[src/shared/rlt_pkg.sv]
// Purpose: Shared constants and types of the reload timer
// Assumes: Byte-wide register port, 8-bit register addresses
// Notes:   Every offset and field position lives here, with the reset values of the control, reload and mask registers
package rlt_pkg;

  // ----------------------------------------------------------------
  // Widths
  // ----------------------------------------------------------------
  localparam int RLT_CNT_W  = 16;
  localparam int RLT_PS_W   = 3;
  localparam int RLT_ADDR_W = 8;
  localparam int RLT_DATA_W = 8;
  localparam int RLT_IRQ_W  = 2;

  typedef logic [RLT_ADDR_W-1:0]   rlt_addr_t;
  typedef logic [RLT_DATA_W-1:0]   rlt_byte_t;
  typedef logic [2*RLT_DATA_W-1:0] rlt_word_t;
  typedef logic [RLT_IRQ_W-1:0]    rlt_irq_t;

  // ----------------------------------------------------------------
  // Register offsets
  // ----------------------------------------------------------------
  localparam rlt_addr_t RLT_OFF_CTRL      = 8'hc4;
  localparam rlt_addr_t RLT_OFF_RELOAD_LO = 8'hc5;
  localparam rlt_addr_t RLT_OFF_RELOAD_HI = 8'hc6;
  localparam rlt_addr_t RLT_OFF_IRQ_STAT  = 8'hc8;
  localparam rlt_addr_t RLT_OFF_IRQ_MASK  = 8'hc9;
  localparam rlt_addr_t RLT_OFF_CNT_LO    = 8'hca;
  localparam rlt_addr_t RLT_OFF_CNT_HI    = 8'hcb;

  // ----------------------------------------------------------------
  // Field positions
  // ----------------------------------------------------------------
  localparam int RLT_CTRL_PS_LSB  = 0;
  localparam int RLT_CTRL_RUN_BIT = 3;
  localparam int RLT_CTRL_OVF_BIT = 4;
  localparam int RLT_IRQ_OVF_BIT  = 0;
  localparam int RLT_IRQ_MIS_BIT  = 1;

  // ----------------------------------------------------------------
  // Reset values
  // ----------------------------------------------------------------
  localparam rlt_byte_t RLT_RST_BYTE = 8'h00;
  localparam rlt_irq_t  RLT_RST_IRQ  = 2'h0;

endpackage

[src/shared/rlt_tick_if.sv]
// Purpose: Carries run, prescale select and tick between timer and divider
// Assumes: Same clock on both ends
// Notes:   Tick is a one-cycle enable, never a clock
`timescale 1ns/1ns
interface rlt_tick_if #(
  parameter int PS_W = 3
);
  logic            run;
  logic [PS_W-1:0] sel;
  logic            tick;

  modport ctl (output run, output sel, input tick);
  modport div (input run, input sel, output tick);
endinterface

[src/logic/rlt_top.sv]
// Purpose: 16-bit up-counting auto-reload timer with prescaler
// Assumes: Byte register port on ref_clk; isr_enter from the CPU on ref_clk
// Notes:   Overflow pulse doubles as the serial baud clock source
//
// Behaviour
// - Sixteen-bit up counter, reloads instead of wrapping
// - Three-bit select picks divide by 1 to 128
// - Run bit 3 halts or lets counter run
// - Rollover from FFFF sets flag, loads reload
// - Interrupt requested when flag and enable set
// - Entering service routine clears overflow flag
// - Software may set or clear flag bit 4
// - Control and reload bytes read-write, reset zero
// - Overflow offered as baud clock to serial ports
//
// The address-and-strobe port was left to the implementer.
`timescale 1ns/1ns
module rlt_top
  import rlt_pkg::*;
#(
  parameter int CNT_W = rlt_pkg::RLT_CNT_W,
  parameter int PS_W  = rlt_pkg::RLT_PS_W
) (
  // Clock and reset
  input  wire logic               ref_clk,
  input  wire logic               arst_n,
  // Register port
  input  wire rlt_pkg::rlt_addr_t reg_addr,
  input  wire rlt_pkg::rlt_byte_t reg_wr_data,
  input  wire logic               reg_wr_stb,
  input  wire logic               reg_rd_stb,
  output      rlt_pkg::rlt_byte_t reg_rd_data,
  // Processor side
  input  wire logic               isr_enter,
  output      logic               irq,
  // Serial ports
  output      logic               baud_tick
);
  import rlt_pkg::*;

  // ----------------------------------------------------------------
  // Elaboration checks
  // ----------------------------------------------------------------
  if (CNT_W != 2 * RLT_DATA_W) begin : g_bad_cnt
    $error("Counter width must match the two reload bytes");
  end
  if (PS_W != RLT_PS_W) begin : g_bad_ps
    $error("Prescale width must match the control field");
  end

  // ----------------------------------------------------------------
  // Declarations
  // ----------------------------------------------------------------
  logic [PS_W-1:0]  ps_q;
  logic             run_q;
  logic             ovf_q;
  logic             ovf_d;
  rlt_byte_t        reload_lo_q;
  rlt_byte_t        reload_hi_q;
  logic [CNT_W-1:0] cnt_q;
  logic [CNT_W-1:0] cnt_d;
  logic             misuse_q;
  logic             misuse_d;
  rlt_irq_t         mask_q;
  rlt_byte_t        cnt_hi_snap_q;
  rlt_byte_t        rd_data_q;
  rlt_byte_t        rd_mux;
  logic             irq_q;
  logic             baud_q;
  logic             wr_ctrl;
  logic             wr_rlo;
  logic             wr_rhi;
  logic             wr_stat;
  logic             wr_mask;
  logic             rd_cnt_lo;
  logic             rollover;
  rlt_word_t        reload_w;
  rlt_word_t        cnt_w;
  rlt_byte_t        ctrl_view;
  rlt_byte_t        stat_view;
  rlt_byte_t        mask_view;

  rlt_tick_if #(.PS_W(PS_W)) tk ();

  // ----------------------------------------------------------------
  // Address decode
  // ----------------------------------------------------------------
  function automatic logic reg_hit(input rlt_addr_t a, input rlt_addr_t off);
    return a == off;
  endfunction

  assign wr_ctrl   = reg_wr_stb && reg_hit(reg_addr, RLT_OFF_CTRL);
  assign wr_rlo    = reg_wr_stb && reg_hit(reg_addr, RLT_OFF_RELOAD_LO);
  assign wr_rhi    = reg_wr_stb && reg_hit(reg_addr, RLT_OFF_RELOAD_HI);
  assign wr_stat   = reg_wr_stb && reg_hit(reg_addr, RLT_OFF_IRQ_STAT);
  assign wr_mask   = reg_wr_stb && reg_hit(reg_addr, RLT_OFF_IRQ_MASK);
  assign rd_cnt_lo = reg_rd_stb && reg_hit(reg_addr, RLT_OFF_CNT_LO);

  // ----------------------------------------------------------------
  // Prescaler
  // ----------------------------------------------------------------
  assign tk.run = run_q;
  assign tk.sel = ps_q;

  rlt_prescaler #(
    .PS_W (PS_W)
  ) u_prescaler (
    .ref_clk (ref_clk),
    .arst_n  (arst_n),
    .tk      (tk)
  );

  // ----------------------------------------------------------------
  // Control register
  // ----------------------------------------------------------------
  always_ff @(posedge ref_clk or negedge arst_n) begin
    if (!arst_n) begin
      ps_q  <= RLT_RST_BYTE[PS_W-1:0];
      run_q <= RLT_RST_BYTE[RLT_CTRL_RUN_BIT];
    end else if (wr_ctrl) begin
      ps_q  <= reg_wr_data[RLT_CTRL_PS_LSB +: PS_W];
      run_q <= reg_wr_data[RLT_CTRL_RUN_BIT];
    end
  end

  // ----------------------------------------------------------------
  // Reload bytes
  // ----------------------------------------------------------------
  // Writes while running are still taken; the result is merely flagged
  always_ff @(posedge ref_clk or negedge arst_n) begin
    if (!arst_n) begin
      reload_lo_q <= RLT_RST_BYTE;
    end else if (wr_rlo) begin
      reload_lo_q <= reg_wr_data;
    end
  end

  always_ff @(posedge ref_clk or negedge arst_n) begin
    if (!arst_n) begin
      reload_hi_q <= RLT_RST_BYTE;
    end else if (wr_rhi) begin
      reload_hi_q <= reg_wr_data;
    end
  end

  assign reload_w = {reload_hi_q, reload_lo_q};

  // ----------------------------------------------------------------
  // Counter
  // ----------------------------------------------------------------
  assign rollover = tk.tick && (cnt_q == {CNT_W{1'b1}});

  always_comb begin
    cnt_d = cnt_q;
    if (rollover) begin
      cnt_d = reload_w[CNT_W-1:0];
    end else if (tk.tick) begin
      cnt_d = cnt_q + CNT_W'(1);
    end
  end

  always_ff @(posedge ref_clk or negedge arst_n) begin
    if (!arst_n) begin
      cnt_q <= '0;
    end else begin
      cnt_q <= cnt_d;
    end
  end

  assign cnt_w = rlt_word_t'(cnt_q);

  // Reading the low byte freezes the high byte for a coherent pair
  always_ff @(posedge ref_clk or negedge arst_n) begin
    if (!arst_n) begin
      cnt_hi_snap_q <= RLT_RST_BYTE;
    end else if (rd_cnt_lo) begin
      cnt_hi_snap_q <= cnt_w[2*RLT_DATA_W-1:RLT_DATA_W];
    end
  end

  // ----------------------------------------------------------------
  // Overflow flag
  // ----------------------------------------------------------------
  // Hardware set wins over every clear arriving in the same cycle
  always_comb begin
    ovf_d = ovf_q;
    if (rollover) begin
      ovf_d = 1'b1;
    end else if (wr_ctrl) begin
      ovf_d = reg_wr_data[RLT_CTRL_OVF_BIT];
    end else if (wr_stat && reg_wr_data[RLT_IRQ_OVF_BIT]) begin
      ovf_d = 1'b0;
    end else if (isr_enter) begin
      ovf_d = 1'b0;
    end
  end

  always_ff @(posedge ref_clk or negedge arst_n) begin
    if (!arst_n) begin
      ovf_q <= RLT_RST_BYTE[RLT_CTRL_OVF_BIT];
    end else begin
      ovf_q <= ovf_d;
    end
  end

  // ----------------------------------------------------------------
  // Reload written while running
  // ----------------------------------------------------------------
  always_comb begin
    misuse_d = misuse_q;
    if ((wr_rlo || wr_rhi) && run_q) begin
      misuse_d = 1'b1;
    end else if (wr_stat && reg_wr_data[RLT_IRQ_MIS_BIT]) begin
      misuse_d = 1'b0;
    end
  end

  always_ff @(posedge ref_clk or negedge arst_n) begin
    if (!arst_n) begin
      misuse_q <= 1'b0;
    end else begin
      misuse_q <= misuse_d;
    end
  end

  // ----------------------------------------------------------------
  // Interrupt mask and output
  // ----------------------------------------------------------------
  always_ff @(posedge ref_clk or negedge arst_n) begin
    if (!arst_n) begin
      mask_q <= RLT_RST_IRQ;
    end else if (wr_mask) begin
      mask_q <= reg_wr_data[RLT_IRQ_W-1:0];
    end
  end

  // One cycle behind the flag so the output stays a plain flop
  always_ff @(posedge ref_clk or negedge arst_n) begin
    if (!arst_n) begin
      irq_q <= 1'b0;
    end else begin
      irq_q <= (ovf_q && mask_q[RLT_IRQ_OVF_BIT]) ||
               (misuse_q && mask_q[RLT_IRQ_MIS_BIT]);
    end
  end

  assign irq = irq_q;

  // ----------------------------------------------------------------
  // Baud clock source
  // ----------------------------------------------------------------
  always_ff @(posedge ref_clk or negedge arst_n) begin
    if (!arst_n) begin
      baud_q <= 1'b0;
    end else begin
      baud_q <= rollover;
    end
  end

  assign baud_tick = baud_q;

  // ----------------------------------------------------------------
  // Read path
  // ----------------------------------------------------------------
  always_comb begin
    ctrl_view = RLT_RST_BYTE;
    ctrl_view[RLT_CTRL_PS_LSB +: PS_W] = ps_q;
    ctrl_view[RLT_CTRL_RUN_BIT] = run_q;
    ctrl_view[RLT_CTRL_OVF_BIT] = ovf_q;
    stat_view = RLT_RST_BYTE;
    stat_view[RLT_IRQ_OVF_BIT] = ovf_q;
    stat_view[RLT_IRQ_MIS_BIT] = misuse_q;
    mask_view = RLT_RST_BYTE;
    mask_view[RLT_IRQ_W-1:0] = mask_q;
  end

  always_comb begin
    case (reg_addr)
      RLT_OFF_CTRL: begin
        rd_mux = ctrl_view;
      end
      RLT_OFF_RELOAD_LO: begin
        rd_mux = reload_lo_q;
      end
      RLT_OFF_RELOAD_HI: begin
        rd_mux = reload_hi_q;
      end
      RLT_OFF_IRQ_STAT: begin
        rd_mux = stat_view;
      end
      RLT_OFF_IRQ_MASK: begin
        rd_mux = mask_view;
      end
      RLT_OFF_CNT_LO: begin
        rd_mux = cnt_w[RLT_DATA_W-1:0];
      end
      RLT_OFF_CNT_HI: begin
        rd_mux = cnt_hi_snap_q;
      end
      default: begin
        rd_mux = RLT_RST_BYTE;
      end
    endcase
  end

  // Data stand only in the cycle after the strobe
  always_ff @(posedge ref_clk or negedge arst_n) begin
    if (!arst_n) begin
      rd_data_q <= RLT_RST_BYTE;
    end else if (reg_rd_stb) begin
      rd_data_q <= rd_mux;
    end else begin
      rd_data_q <= RLT_RST_BYTE;
    end
  end

  assign reg_rd_data = rd_data_q;

endmodule

[src/logic/rlt_prescaler.sv]
// Purpose: Power-of-two prescaler making the counting enable
// Assumes: Select is stable while running
// Notes:   Cleared while halted so a restart waits one full period
`timescale 1ns/1ns
module rlt_prescaler #(
  parameter int PS_W = 3
) (
  // Clock and reset
  input wire logic   ref_clk,
  input wire logic   arst_n,
  // Tick channel
  rlt_tick_if.div    tk
);

  localparam int DIV_W = (1 << PS_W) - 1;

  if (PS_W < 1 || PS_W > 4) begin : g_bad_ps
    $error("Prescale select width out of range");
  end

  logic [DIV_W-1:0] div_q;
  logic [DIV_W-1:0] sel_mask;

  // Low sel bits of the divider all ones marks the end of a period
  function automatic logic [DIV_W-1:0] ps_mask(input logic [PS_W-1:0] s);
    logic [DIV_W-1:0] m;
    m = '0;
    for (int i = 0; i < DIV_W; i++) begin
      m[i] = (i < int'(s));
    end
    return m;
  endfunction

  assign sel_mask = ps_mask(tk.sel);
  assign tk.tick  = tk.run && ((div_q & sel_mask) == sel_mask);

  always_ff @(posedge ref_clk or negedge arst_n) begin
    if (!arst_n) begin
      div_q <= '0;
    end else if (!tk.run) begin
      div_q <= '0;
    end else begin
      div_q <= div_q + DIV_W'(1);
    end
  end

endmodule

[config.mk]
export PLATFORM = sky130hd
export DESIGN_NAME = rlt_top
export DESIGN_NICKNAME = d
export VERILOG_FILES = /design/src/shared/rlt_pkg.sv /design/src/shared/rlt_tick_if.sv /design/src/logic/rlt_top.sv /design/src/logic/rlt_prescaler.sv
export SDC_FILE = /design/constraint.sdc
export NUM_CORES = 1
export LEC_CHECK = 0
export BUFFER_PORTS_ARGS = -buffer_cell sky130_fd_sc_hd__buf_2
export CAP_MARGIN = 5
export CORE_ASPECT_RATIO = 2
export CORE_MARGIN = 2
export CORE_UTILIZATION = 45
export DETAILED_ROUTE_END_ITERATION = 7
export HOLD_SLACK_MARGIN = 0.05
export PLACE_DENSITY = 0.74
export SLEW_MARGIN = 5
export SYNTH_ARGS = -nofsm -noshare
export SYNTH_HDL_FRONTEND = slang
export SYNTH_SLANG_ARGS = --single-unit
[constraint.sdc]
create_clock -name ref_clk -period 2.01 [get_ports ref_clk]
set_clock_uncertainty 0.05 [all_clocks]
set_input_delay 0.402 -clock ref_clk [delete_from_list [all_inputs] [get_ports ref_clk]]
set_output_delay 0.402 -clock ref_clk [all_outputs]
set_load 0.005 [all_outputs]
==> run metrics, run 1 <==
Slew HR 70.4%; synthesized area per cell around 11 sq um; H-tree Lvls 3; number of synthesized flops with an enable pin 0; P&R area growth vs syn 21.5%; worst min-delay path class primary input to register; kind of critical path register to register; total CTS buffers 9; Initial Util 45.7%; largest net degree at the start of global routing 66; 1st-pass router iterations 5; I/O Pins 31; top cell type's share of synthesized area 49.7%; final weighted congestion in routability-driven placement 0.927; VDD IR max approximately 0.65 mV; setup bufs post-CTS 0; top cells by area, synth dfrtp_1, mux2_2, a21oi_1; CP max-delay cell or4_1; DP HPWL approximately 5900 um; Post-route DRC 0; Clk pin slew, worst setup/hold paths 0.05 ns; count of warnings emitted by yosys 0; CTS tree done; Unique masters post-synth 46; mapped cell area 0.00327 sq mm; vias in the first global route roughly 2700; FMAX 539 MHz; async set-reset flop share out of synthesis 100%; 1st-iter DRT viols about 250; global-route wire length before repair roughly 14000 um; antenna violation net count after detailed routing 0; Max-cap violations 0; Tmin final roughly 1.9 ns; clock buffer depth 2; die area 0.00801 sq mm; DRT Wirelength about 8100 um; final hold viol count 0; Placed Instances roughly 440; final hold slack between 0.2 and 0.3 ns; Fillers between 600 and 700; wire per inst 17.5 um; Slew @ Worst Pin roughly 0.44 ns; Core ar. about 0.007 sq mm; final net count 387; root buffer selected by CTS clkbuf_16; I/O Buffers 30; Non-Filler Instances around 460; crit path DAT slightly above 2 ns; most common cell in the netlist dfrtp_1; status completed; pwr/cell area a little over 800 mW/mm^2; CP max FO 13; Mapped Nets between 300 and 400; Via density around 6; initial antenna violation count 0; worst skew pair latency 0.34 ns; leak pwr between 1.5 and 2 nW; total number of vias 2709; Die Ht about 120 um; Synth Flop Type dfrtp_1; RSZ-0062 raised after global routing false; share of cells above drive strength 1 a little under a third; total gr overflow 0; Post-Syn Instances between 300 and 400; sequential share of the synthesized area 49.7%; Cell Rows between 40 and 50; final setup TNS 0 ns; diode count 0; CP cell instances nand4_2, or4_1, buf_4, nand2_1, nand3_1, a22o_1; die width 64.3 um; Yosys reg bits 65; CP peak stage delay 0.56 ns; cell taking the most area after synthesis dfrtp_1; Worst EP required approximately 2.2 ns; Startpoint Class register; crit end category register; total global-route track usage 22.1%; number of max-slew violations in the final report 0; # clock sinks 65; Commonest cells post-synth dfrtp_1, mux2_2, a21oi_1, nand2_1, nand3_1; Setup Viol. Count Final 0; crit share post-route ~90%
## per-stage QoR
| step | cell area, sq um | power (W) | utilization, % | setup WS [ns] |
|---|---|---|---|---|
| finish | 3980 | 0.00322 | 55.6 | 0.155 |
| global route | 3980 | 0.00335 | 55.6 | 0.0585 |
| CTS | 3970 | 0.00324 | 55.5 | 0.105 |
| detailed placement | 3670 | 0.00173 | 51.3 | 0.0585 |
| global placement | 3670 | 0.00172 | 51.3 | 0.0831 |
| floorplan | 3270 | 0.00156 | - | 0.169 |
## cells by family after synthesis
group,after synthesis,share of synthesized area [%]
compound gates,76,14.2
fa+ha+maj,2,0.764
flops,65,49.7
buf+inv,24,3.36
xor+xnor,4,1.07
simple gates,100,17.5
mux,40,13.5
## state kept, by name, indices dropped and copies added, names as in the netlist
register and cells:
cnt_q 16, cnt_hi_snap_q 8, reg_rd_data 8, reload_hi_q 8
reload_lo_q 8, u_prescaler.div_q 7, ps_q 3, mask_q 2
baud_tick 1, irq 1, misuse_q 1, ovf_q 1
run_q 1
## metal layers
metal,vias to the layer above,track usage [%],part of all wire (%)
met5,-,0,0
met4,0,12.1,4.2
met3,23,5.60,7.5
met2,117,33.3,48
met1,1307,28.8,41
li1,1262,-,-
## cell usage in the layout (no fill, tap or decap), types with 12 or more instances in the layout
| cell type | instances |
|---|---|
| nand4_1 | 12 |
| a31oi_1 | 13 |
| nand3_1 | 14 |
| a21oi_1 | 22 |
| mux2_2 | 32 |
| dfrtp_1 | 65 |
| buf_4 | 26 |
| buf_2 | 30 |
| nand2_1 | 22 |
| o21ai_0 | 12 |
## critical path, delay by kind of cell (launching register included)
kind,cells,cell delay [ns]
compound gates,1,0.18
buf+inv,1,0.21
flops,1,0.46
simple gates,4,0.85
## final cells by class
class | instances | area (sq um) | share of cell area [%]
inverter | 8 | 30.0 | 0.755
tap | 92 | 115 | 2.89
clock inverter | 6 | 58.8 | 1.48
sequential | 65 | 1630 | 40.9
multi-input combinational | 222 | 1540 | 38.8
clock buffer | 10 | 229 | 5.76
timing repair buffer | 58 | 375 | 9.44
## report_power, final
part	switching [W]	internal [W]	total (W)
clock network	0.000556	0.000951	0.00151
logic	0.000172	0.000137	0.000309
registers	0.0000487	0.00136	0.00141
## worst paths after layout
check	start	to	slack [ns]	cells past startpoint
max in group asynchronous	arst_n	cnt_q[13]$_DFFE_PN0P_	1.07	3
worst min register to register	cnt_hi_snap_q[6]$_DFFE_PN0P_	cnt_hi_snap_q[6]$_DFFE_PN0P_	0.46	1
worst max register to register	cnt_q[4]$_DFFE_PN0P_	cnt_q[5]$_DFFE_PN0P_	0.15	6
min in group asynchronous	arst_n	irq$_DFF_PN0_	0.56	3
worst max-delay path	cnt_q[4]$_DFFE_PN0P_	cnt_q[5]$_DFFE_PN0P_	0.15	6
worst min-delay path	reg_wr_data[2]	reload_lo_q[2]$_DFFE_PN0N_	0.29	2
## repair_timing
item / CTS / global route
hold buffers: 1 / 0
gates resized for setup: 0 / 1
endpoints found under the hold margin: 38 / 0
endpoints found under the setup margin: 0 / 1
No activity file was read; power rests on OpenSTA's default activity.
==> run 2, diff against run 1 <==
==> constraint.sdc (replaced) <==
create_clock -name ref_clk -period 1.85 [get_ports ref_clk]
set_clock_uncertainty 0.05 [all_clocks]
set_input_delay 0.37 -clock ref_clk [delete_from_list [all_inputs] [get_ports ref_clk]]
set_output_delay 0.37 -clock ref_clk [all_outputs]
set_load 0.005 [all_outputs]
==> run metrics, run 2 (synthesis results as in run 1) <==
status completed; CP startpoint cnt_q[10]$_DFFE_PN0P_; initial antenna violation count 0 (unchanged); wire per inst 18.1 um (+3.7%); Die Ht 125 um (unchanged); crit path DAT 1.92 ns (-0.11 ns); commonest non-fill, non-tap cell in the layout dfrtp_1; Sequential Power Share 43.5% (-0.2 points); VDD IR max 0.777 mV (+20%); Post-route DRC 0 (unchanged); Startpoint Class register; Worst EP required 2.05 ns (-0.14 ns); 1st-iter DRT viols 309 (+26%); Slew HR 72.3% (+1.9 points); final weighted congestion in routability-driven placement 0.882 (-4.9%); global-route wire length before repair 14500 um (+6.4%); total number of vias 2814 (+3.9%); H-tree Lvls 3 (unchanged); share of cells above drive strength 1 33.3% (+3.3 points); Clk pin slew, worst setup/hold paths 0.05 ns (about the same); worst min-delay path class primary input to register; final net count 403 (+4.1%); Initial Util 45.7% (unchanged); root buffer selected by CTS clkbuf_16; sw power 0.000832 W (+7.1%); CTS tree done; Setup Viol. Count Final 0 (unchanged); Cell Rows 44 (unchanged); Fillers 621 (-0.16%); Final Power 0.00352 W (+9.3%); die width 64.3 um (unchanged); Int Pwr 0.00269 W (+10%); leak pwr 1.98 nW (+4.0%); final setup TNS 0 ns (unchanged); switching portion of total power 23.6% (-0.48 points); DRT Wirelength 8630 um (+7.1%); worst slack, placed -0.00671 ns (-0.0652 ns); FMAX 581 MHz (+7.8%); reg2reg path depth 6 (unchanged); diode count 0 (unchanged); I/O Buffers 30 (unchanged); antenna violation net count after detailed routing 0 (unchanged); kind of critical path register to register; vias in the first global route 2879 (+4.8%); Placed Instances 460 (+3.6%); Core ar. 0.00716 sq mm (unchanged); die area 0.00801 sq mm (unchanged); Hold Startpoint reg_wr_data[6]; total gr overflow 0 (unchanged); Critical R2R Launch cnt_q[10]$_DFFE_PN0P_; crit share post-route 93.0% (+0.75 points); final hold viol count 0 (unchanged); Clock Power Share 45.5% (-1.3 points); Worst Setup Slack, final 0.129 ns (-0.0262 ns); Slew @ Worst Pin 0.412 ns (-0.0326 ns); max reg flops 16 (unchanged); number of max-slew violations in the final report 0 (unchanged); pwr/cell area 855 mW/mm^2 (+5.5%); RSZ-0062 raised after global routing false; clock buffer depth 2 (unchanged); crit end category register; CP max FO 6 (-7); total global-route track usage 23.6% (+1.5 points); Hold Crit Depth 2 (unchanged); largest net degree at the start of global routing 66 (unchanged); Non-Filler Instances 476 (+3.3%); final hold slack 0.256 ns (-0.0332 ns); 1st-pass router iterations 5 (unchanged); commonest non-fill, non-tap cells in the layout dfrtp_1, buf_4, mux2_2; DP HPWL 6390 um (+8.5%); worst skew pair latency 0.33 ns (about the same); total CTS buffers 9 (unchanged); combinational share of power 11.0% (+1.4 points); Via density 5.91 (+0.60%); Tmin final 1.72 ns (-0.134 ns); Max-cap violations 0 (unchanged); Top reg by flops cnt_q; I/O Pins 31 (unchanged); # clock sinks 65 (unchanged); P&R area growth vs syn 25.9%
-- run 2: final timing paths --
path | slack [ns] | to
setup / recovery | 0.13 | cnt_q[9]$_DFFE_PN0P_
hold / removal | 0.26 | reload_hi_q[6]$_DFFE_PN0P_
setup reg to reg | 0.13 | cnt_q[9]$_DFFE_PN0P_
hold reg to reg | 0.46 | cnt_hi_snap_q[0]$_DFFE_PN0P_
max in group asynchronous | 0.95 | cnt_q[8]$_DFFE_PN0P_
min in group asynchronous | 0.54 | misuse_q$_DFFE_PN0P_
-- run 2: timing repair --
action | CTS | global route
gates resized for setup | 1 | 5
buffers inserted | 0 | 0
hold buffers | 1 | 0
pin swaps | 0 | 2
endpoints found under the hold margin | 65 | 0
setup endpoints to repair | 1 | 12
cloned | 0 | 0
-- run 2: layout make-up --
cell class	count	area, sq um	area share (%)
clock inverters	3	42.5	1.03
clock buffers	12	236	5.74
flip-flops and latches	65	1630	39.5
multi-input cells	222	1560	37.9
repair buffers	74	508	12.3
well taps	92	115	2.79
inverters	8	30.0	0.729
-- run 2: power groups by stage --
stage	clock (W)	sequential [W]	combinational, W
2_1_floorplan	0	0.00155	0.000150
3_3_place_gp	0	0.00154	0.000338
3_5_place_dp	0	0.00155	0.000355
4_1_cts	0.00163	0.00152	0.000364
5_1_grt	0.00169	0.00154	0.000427
6_report	0.00160	0.00153	0.000387
-- run 2: layer usage --
layer | part of all wire, % | vias to the layer above | track usage [%]
li1 | - | 1296 | -
met1 | 40 | 1364 | 30.7
met2 | 50 | 130 | 37.3
met3 | 6.5 | 24 | 5.06
met4 | 3.5 | 0 | 11.0
met5 | 0 | - | 0
-- run 2: metrics by stage --
step / utilization [%] / instance area [sq um]
3_5_place_dp: 53.2 / 3810
3_3_place_gp: 53.2 / 3810
2_1_floorplan: - / 3270
4_1_cts: 57.3 / 4100
5_1_grt: 57.6 / 4120
6_report: 57.6 / 4120
-- run 2: worst max-delay path, stage by stage, from the launching register on --
cell and delay [ns]:
dfrtp_1 0.41, nand4_1 0.16, or4_4 0.53, buf_4 0.18
nand3_1 0.09, o21ai_1 0.07, a21oi_1 0.15
